[config.mk]
export PLATFORM = sky130hd
export DESIGN_NAME = isem_top
export DESIGN_NICKNAME = d
export VERILOG_FILES = /design/src/design/isem_pkg.sv /design/src/design/isem_mask_stage.sv /design/src/design/isem_top.sv
export SDC_FILE = /design/constraint.sdc
export NUM_CORES = 1
export LEC_CHECK = 0
export BUFFER_PORTS_ARGS = -buffer_cell sky130_fd_sc_hd__buf_2
export CORE_UTILIZATION = 35
export CTS_CLUSTER_SIZE = 8
export DETAILED_ROUTE_END_ITERATION = 10
export PLACE_DENSITY = 0.67
export RECOVER_POWER = 25
export SYNTH_ARGS = -nofsm -noshare
export SYNTH_HDL_FRONTEND = slang
export SYNTH_SLANG_ARGS = --single-unit
[constraint.sdc]
create_clock -name core_clk -period 1.8 [get_ports core_clk]
set_clock_uncertainty 0.05 [all_clocks]
set_input_delay 0.36 -clock core_clk [delete_from_list [all_inputs] [get_ports core_clk]]
set_output_delay 0.36 -clock core_clk [all_outputs]
set_load 0.02 [all_outputs]
[src/design/isem_pkg.sv]
// constants shared by the interrupt source enable masking stage
//
// Notes on behaviour
// - enable bit 1 passes source; reset clears all
// - main bits 31/30 gate sub fast requests
// - main bits 1/0 gate sub normal requests
// - main bit 3 gates timer4 or motor pwm
// - sub1 bit 24 gates software trigger bit 0
// - sub1 bits 26, 19, 18 are active low
// - main bits 29/28/27: ethernet, dma, milli timer
// - main bits 15/13 card, 14 panel, 11 nand
// - main bits 6/5/4: watchdog, fast timer, timer5
// - sub1 bits 31..25 gate the usb sources
// - sub1 bits 17/14/13 gate pll lock sources
// - sub1 bits 8/7/6 gate touch screen sources
// - sub1 bits 2/1 gate debug channel sources
// - sub1 bits 20/22/23/12/4 gate listed sources
// - raw status unmasked; masked status and requests gated
// - peripheral clock; registers on peripheral bus
package isem_pkg;

  // ----------------------------------------------------------------
  // register map
  // ----------------------------------------------------------------
  localparam logic [31:0] MAIN_ENABLE_ADDR = 32'h4000_8000;
  localparam logic [31:0] SUB1_ENABLE_ADDR = 32'h4000_C000;
  localparam logic [31:0] ENABLE_RESET     = 32'h0000_0000;
  localparam logic [31:0] UNMAPPED_READ    = 32'h0000_0000;

  // ----------------------------------------------------------------
  // main controller bit positions
  // ----------------------------------------------------------------
  localparam int MAIN_SUB2_FAST_BIT   = 31;
  localparam int MAIN_SUB1_FAST_BIT   = 30;
  localparam int MAIN_TIMER4_BIT      = 3;
  localparam int MAIN_SUB2_NORMAL_BIT = 1;
  localparam int MAIN_SUB1_NORMAL_BIT = 0;
  localparam int MAIN_ETHERNET_BIT    = 29;

  // positions driven inside the block rather than by main_src_in
  localparam logic [31:0] MAIN_OWNED_MASK = 32'hC000_000B;

  // ----------------------------------------------------------------
  // first sub controller bit positions
  // ----------------------------------------------------------------
  localparam int SUB1_USB_I2C_BIT   = 31;
  localparam int SUB1_USB_ATX_BIT   = 26;
  localparam int SUB1_SOFT_IRQ_BIT  = 24;
  localparam int SUB1_I2C1_BIT      = 19;
  localparam int SUB1_I2C2_BIT      = 18;
  localparam int SOFT_TRIGGER_BIT   = 0;
  localparam int TIMER_CTRL_PWM_BIT = 6;

  // inputs that signal a request by going low
  localparam logic [31:0] SUB1_ACTIVE_LOW_MASK = 32'h040C_0000;

endpackage : isem_pkg

[src/design/isem_mask_stage.sv]
// one 32-source enable register with its masking and request outputs
`timescale 1ns/1ps
module isem_mask_stage (
  // clock and reset
  input  wire logic        clk,
  input  wire logic        resetn,
  // enable register write
  input  wire logic        wr_en,
  input  wire logic [31:0] wr_data,
  // sources, already active high, and fast steering
  input  wire logic [31:0] src_active,
  input  wire logic [31:0] fast_sel,
  // state and requests
  output logic      [31:0] enable_reg,
  output logic      [31:0] masked_reg,
  output logic             normal_req_n,
  output logic             fast_req_n
);

  logic [31:0] enable_next;
  logic [31:0] masked_next;
  logic        normal_next_n;
  logic        fast_next_n;

  // ----------------------------------------------------------------
  // next values
  // ----------------------------------------------------------------
  // all 32 bits are stored so every position reads back as written
  assign enable_next   = wr_en ? wr_data : enable_reg;
  // a set bit passes its source, a clear bit blocks it
  assign masked_next   = src_active & enable_reg;
  assign normal_next_n = ~|(masked_next & ~fast_sel);
  assign fast_next_n   = ~|(masked_next & fast_sel);

  // ----------------------------------------------------------------
  // registers
  // ----------------------------------------------------------------
  // masking is recomputed every clock, so no stored event is touched
  always_ff @(posedge clk or negedge resetn) begin
    if (!resetn) begin
      enable_reg   <= isem_pkg::ENABLE_RESET;
      masked_reg   <= 32'h0000_0000;
      normal_req_n <= 1'b1;
      fast_req_n   <= 1'b1;
    end else begin
      enable_reg   <= enable_next;
      masked_reg   <= masked_next;
      normal_req_n <= normal_next_n;
      fast_req_n   <= fast_next_n;
    end
  end

endmodule : isem_mask_stage

[src/design/isem_top.sv]
// main and first sub controller enable masking with register access
`timescale 1ns/1ps
module isem_top (
  // peripheral clock and reset
  input  wire logic        core_clk,
  input  wire logic        resetn,
  // register access
  input  wire logic [31:0] bus_addr,
  input  wire logic        bus_wr,
  input  wire logic        bus_rd,
  input  wire logic [31:0] bus_wdata,
  output logic      [31:0] bus_rdata,
  output logic             bus_rvalid,
  // main controller sources
  input  wire logic [31:0] main_src_in,
  input  wire logic        timer4_irq,
  input  wire logic        motor_pwm_irq,
  input  wire logic        timer_clock_ctrl_pwm_sel,
  input  wire logic        sub2_normal_req_n,
  input  wire logic        sub2_fast_req_n,
  input  wire logic [31:0] main_fast_sel,
  // first sub controller sources
  input  wire logic [31:0] sub1_src_in,
  input  wire logic [7:0]  soft_irq_trigger,
  input  wire logic [31:0] sub1_fast_sel,
  // status
  output logic      [31:0] main_raw_status,
  output logic      [31:0] main_masked_status,
  output logic      [31:0] sub1_raw_status,
  output logic      [31:0] sub1_masked_status,
  output logic             sub1_normal_req_n,
  output logic             sub1_fast_req_n,
  // processor requests
  output logic             cpu_normal_req_n,
  output logic             cpu_fast_req_n
);

  // ----------------------------------------------------------------
  // address decode
  // ----------------------------------------------------------------
  logic        hit_main;
  logic        hit_sub1;
  logic        wr_main;
  logic        wr_sub1;
  logic [31:0] main_enable;
  logic [31:0] sub1_enable;
  logic [31:0] rdata_next;

  // the enable registers sit on the fast peripheral bus
  assign hit_main   = bus_addr == isem_pkg::MAIN_ENABLE_ADDR;
  assign hit_sub1   = bus_addr == isem_pkg::SUB1_ENABLE_ADDR;
  assign wr_main    = bus_wr & hit_main;
  assign wr_sub1    = bus_wr & hit_sub1;
  // read mux, unmapped addresses return zero
  assign rdata_next = hit_main ? main_enable :
                      hit_sub1 ? sub1_enable :
                      isem_pkg::UNMAPPED_READ;

  // ----------------------------------------------------------------
  // read data register
  // ----------------------------------------------------------------
  // read data follows the read strobe by one clock
  always_ff @(posedge core_clk or negedge resetn) begin
    if (!resetn) begin
      bus_rdata  <= 32'h0000_0000;
      bus_rvalid <= 1'b0;
    end else begin
      bus_rdata  <= bus_rd ? rdata_next : bus_rdata;
      bus_rvalid <= bus_rd;
    end
  end

  // ----------------------------------------------------------------
  // first sub controller source vector
  // ----------------------------------------------------------------
  logic [31:0] sub1_level;
  logic [31:0] sub1_active;

  // active-low sources are inverted so every bit is active high
  assign sub1_level  = sub1_src_in ^ isem_pkg::SUB1_ACTIVE_LOW_MASK;

  // the software request replaces the pin slot of that position
  always_comb begin
    sub1_active = sub1_level;
    sub1_active[isem_pkg::SUB1_SOFT_IRQ_BIT] =
      soft_irq_trigger[isem_pkg::SOFT_TRIGGER_BIT];
  end

  assign sub1_raw_status = sub1_active;

  // bit-by-bit gating of all sub1 sources
  isem_mask_stage u_sub1 (
    .clk          (core_clk),
    .resetn       (resetn),
    .wr_en        (wr_sub1),
    .wr_data      (bus_wdata),
    .src_active   (sub1_active),
    .fast_sel     (sub1_fast_sel),
    .enable_reg   (sub1_enable),
    .masked_reg   (sub1_masked_status),
    .normal_req_n (sub1_normal_req_n),
    .fast_req_n   (sub1_fast_req_n)
  );

  // ----------------------------------------------------------------
  // main controller source vector
  // ----------------------------------------------------------------
  logic        timer4_slot;
  logic [31:0] main_active;

  // one slot shared by timer 4 and motor pwm
  assign timer4_slot = timer_clock_ctrl_pwm_sel ? motor_pwm_irq : timer4_irq;

  // sub controller outputs are active low and arrive on fixed slots
  always_comb begin
    main_active = main_src_in & ~isem_pkg::MAIN_OWNED_MASK;
    main_active[isem_pkg::MAIN_SUB2_FAST_BIT]   = ~sub2_fast_req_n;
    main_active[isem_pkg::MAIN_SUB1_FAST_BIT]   = ~sub1_fast_req_n;
    main_active[isem_pkg::MAIN_SUB2_NORMAL_BIT] = ~sub2_normal_req_n;
    main_active[isem_pkg::MAIN_SUB1_NORMAL_BIT] = ~sub1_normal_req_n;
    main_active[isem_pkg::MAIN_TIMER4_BIT]      = timer4_slot;
  end

  assign main_raw_status = main_active;

  // main gating drives the processor request lines
  isem_mask_stage u_main (
    .clk          (core_clk),
    .resetn       (resetn),
    .wr_en        (wr_main),
    .wr_data      (bus_wdata),
    .src_active   (main_active),
    .fast_sel     (main_fast_sel),
    .enable_reg   (main_enable),
    .masked_reg   (main_masked_status),
    .normal_req_n (cpu_normal_req_n),
    .fast_req_n   (cpu_fast_req_n)
  );
endmodule : isem_top

==> results.md <==
- Syn_area_per_cell: between 10 and 15 sq um
- Run status: finished with violations
- Yosys warning total: 0
- Post-synth EDFFs: 0
- Die area: 22,200 sq um
- Multi-input logic area: slightly below 3000 sq um
- Total number of vias: 6,361
- Final Wtd Congestion: 0.891
- Final Max Tran Viols: 0
- Worst Hold Class: input pin to flop
- Commonest cells in the netlist: dfrtp_1 (161), inv_1 (62), mux2_1 (60), buf_4 (57), nand2_1 (43)
- Fillcell total: 2,015
- Slew @ Worst Pin: 1.18 ns
- Reg2reg start: u_sub1.fast_req_n
- Worst path cell trace: nor2b_4 > a221o_1 > or4_4 > nor4_4
- Highest clock rate: 552 MHz
- Final Cycle Share: 1.01
- Detail Placement HPWL: 22,700 um
- Drt drc: 0
- Cells after Synth: 640
- Initial core utilization: 0.358
- First-pass GRT wire length: 39,400 um
- Setup TNS after final layout: -0.0125 ns
- Yosys top cell area share: 0.532
- Clock network fraction of total power: 0.445
- Count leader, synth: dfrtp_1
- Sequential Area: 4130 sq um
- Maximum buffer depth of the clock tree: 2
- Clock root cell: clkbuf_16
- Startpoint types: flop
- Failing checks: negative setup slack
- Max-Cap Viols: 0
- Initial antenna violation count: 0
- Cell leakage power: around 6.0 nW
- FF-to-FF setup slack: -0.01 ns
- Area growth syn-to-layout: 38.2%
- Clk slew on worst S/H paths: approximately 0.07 ns
- Top FF cell, synth: dfrtp_1
- Worst setup endpoint: u_main.fast_req_n
- Via/cell ratio: 4.97
- Total GRT Usage: 0.253
- Cell variety after synth: 32
- TritonCTS Buffers: 17
- Share of layout cells above drive strength 1: 0.511
- Tmin final: 1.81 ns
- CTS tree: built
- Vias in the first global route: 6,335
- Sw power: just over 2 mW
- Peak supply drop: between 0.5 and 0.6 mV
- Sw frac: 0.256
- PwrDens: roughly 760 nW/um^2
- Iteration-0 DRC Markers: 363
- Hold Crit Start: sub1_src_in[18]
- Core Box Area: about 21,000 sq um
- RR Endpoint: u_main.fast_req_n
- H-tree Lvls: 4
- Crit end category: flop
- Syn_nets: 849
- Critical Path Start: u_sub1.fast_req_n
- Relative slew slack: 0.212
- Unrepaired setup endpoints after global routing: yes
- Crit-path max cell delay: ~0.61 ns
- GR Overflow Total: 0
- Area contributors post-synth: dfrtp_1 (53%), mux2_1 (8.9%), buf_4 (5.6%)
- Total wire length: 28,700 um
- Latest clock arrival within the worst-skew pair: about 0.42 ns
- CP max FO: 3
- TritonRoute pass-1 iters: 5
- Final instance area: around 10,000 sq um
- Cell at the slowest stage of the critical path: dfstp_2
- Clock Sinks: 165
- Logic gate share of total power: 0.088
- Overall die height: ~150 um
- Placed Instance Area: 9740 sq um
- WS Path Type: flop to flop
- Reg2reg path depth: 4
- Final Hold Fails: 0
- Synth Cell Area: between 7000 and 8000 sq um
- Register area share after synthesis: 0.545
- Async set or reset register ratio after synthesis: 1.00
- Setup slack after layout: -0.0125 ns
- Largest net degree at the start of global routing: 37
- Die X: 149 um
- Final #Nets: 1,202
- Port Buf Inserts: 360
- # IOs: 374
- Yosys reg bits: 165
- Reg power frac: 0.467
- Drt wl/cell: 22.4 um
- Dominant cell type by area after synthesis: dfrtp_1
- Required time worst endpoint: about 2.1 ns
- Row count: 53
- Final ANT Viol Nets: 0
- Setup violators final: 1
- Int Pwr: between 5 and 6 mW
- Critical path arrival: 2.09 ns
worst min-delay path by stage:
stage / to / slack, ns / cells after the start
detailed placement: u_sub1.masked_reg[24] / 0.27 / 1
CTS: u_sub1.masked_reg[18] / 0.09 / 2
floorplan: bus_rdata[0] / 0.01 / 0
finish: u_sub1.masked_reg[18] / 0.11 / 2
global placement: u_sub1.masked_reg[24] / 0.26 / 1
global route: u_sub1.masked_reg[18] / 0.08 / 2
timing repair:
item,in CTS,in global routing
gates resized for setup,6,27
cloned,0,3
pin swaps,3,6
hold buffers,1,0
buffers inserted,0,4
endpoints found under the setup margin,4,61
hold endpoints to repair,27,0
cell usage in the layout (no fill, tap or decap), types with 8 or more instances in the layout:
cell type	n
buf_2	357
dfrtp_1	161
inv_1	62
nand2_1	43
mux2_2	36
mux2_1	36
nor3_1	33
mux2i_1	32
buf_4	27
mux2_4	25
a22oi_1	24
o22ai_1	19
clkbuf_16	19
nand3_1	11
and2_0	10
nand3b_1	10
nand4_1	10
nor4_4	8
clkbuf_1	8
critical path: cells and delay by family, from the launching register on:
kind,cells,cell delay (ns)
flip-flops,1,0.61
AND/OR/NAND/NOR,3,0.69
AO/OA/AOI/OAI,1,0.37
through the flow:
step	cells	setup slack (ns)	hold slack [ns]	util	total power, mW
global route	1280	-0.0783	0.0849	0.495	8.21
finish	1281	-0.0125	0.110	0.495	7.94
floorplan	640	-0.178	0.0144	-	4.06
global placement	1242	-0.405	0.260	0.461	4.47
detailed placement	1242	-0.450	0.266	0.461	4.48
CTS	1273	-0.0299	0.0880	0.488	8.00
power by group through the flow:
stage | combinational (mW) | clock [mW] | sequential, mW
CTS | 0.703 | 3.59 | 3.71
global route | 0.746 | 3.76 | 3.71
finish | 0.695 | 3.54 | 3.71
detailed placement | 0.699 | 0 | 3.78
floorplan | 0.278 | 0 | 3.78
global placement | 0.696 | 0 | 3.78
cell type report:
cell class,count,area share
clock buffers,18,0.0410
multi-input cells,336,0.277
repair buffers,411,0.220
flip-flops and latches,165,0.395
inverters,62,0.0222
well taps,275,0.0329
clock inverters,13,0.0119
diodes,1,0.000239
cell families (layout without fill, tap and decap cells):
group / after synthesis / count (layout) / synth area share
other: 0 / 1 / 0
AO/OA/AOI/OAI: 53 / 53 / 0.0512
buffers and inverters: 139 / 504 / 0.103
multiplexers: 129 / 129 / 0.186
AND/OR/NAND/NOR: 154 / 154 / 0.114
flip-flops: 165 / 165 / 0.545
metal layers:
layer,track usage,up-vias,wire [um]
li1,-,2898,-
met1,0.320,3127,12000
met2,0.431,306,14300
met3,0.0505,30,1810
met4,0.0801,0,507
met5,0,-,0
Power figures use the tool's default switching activity.
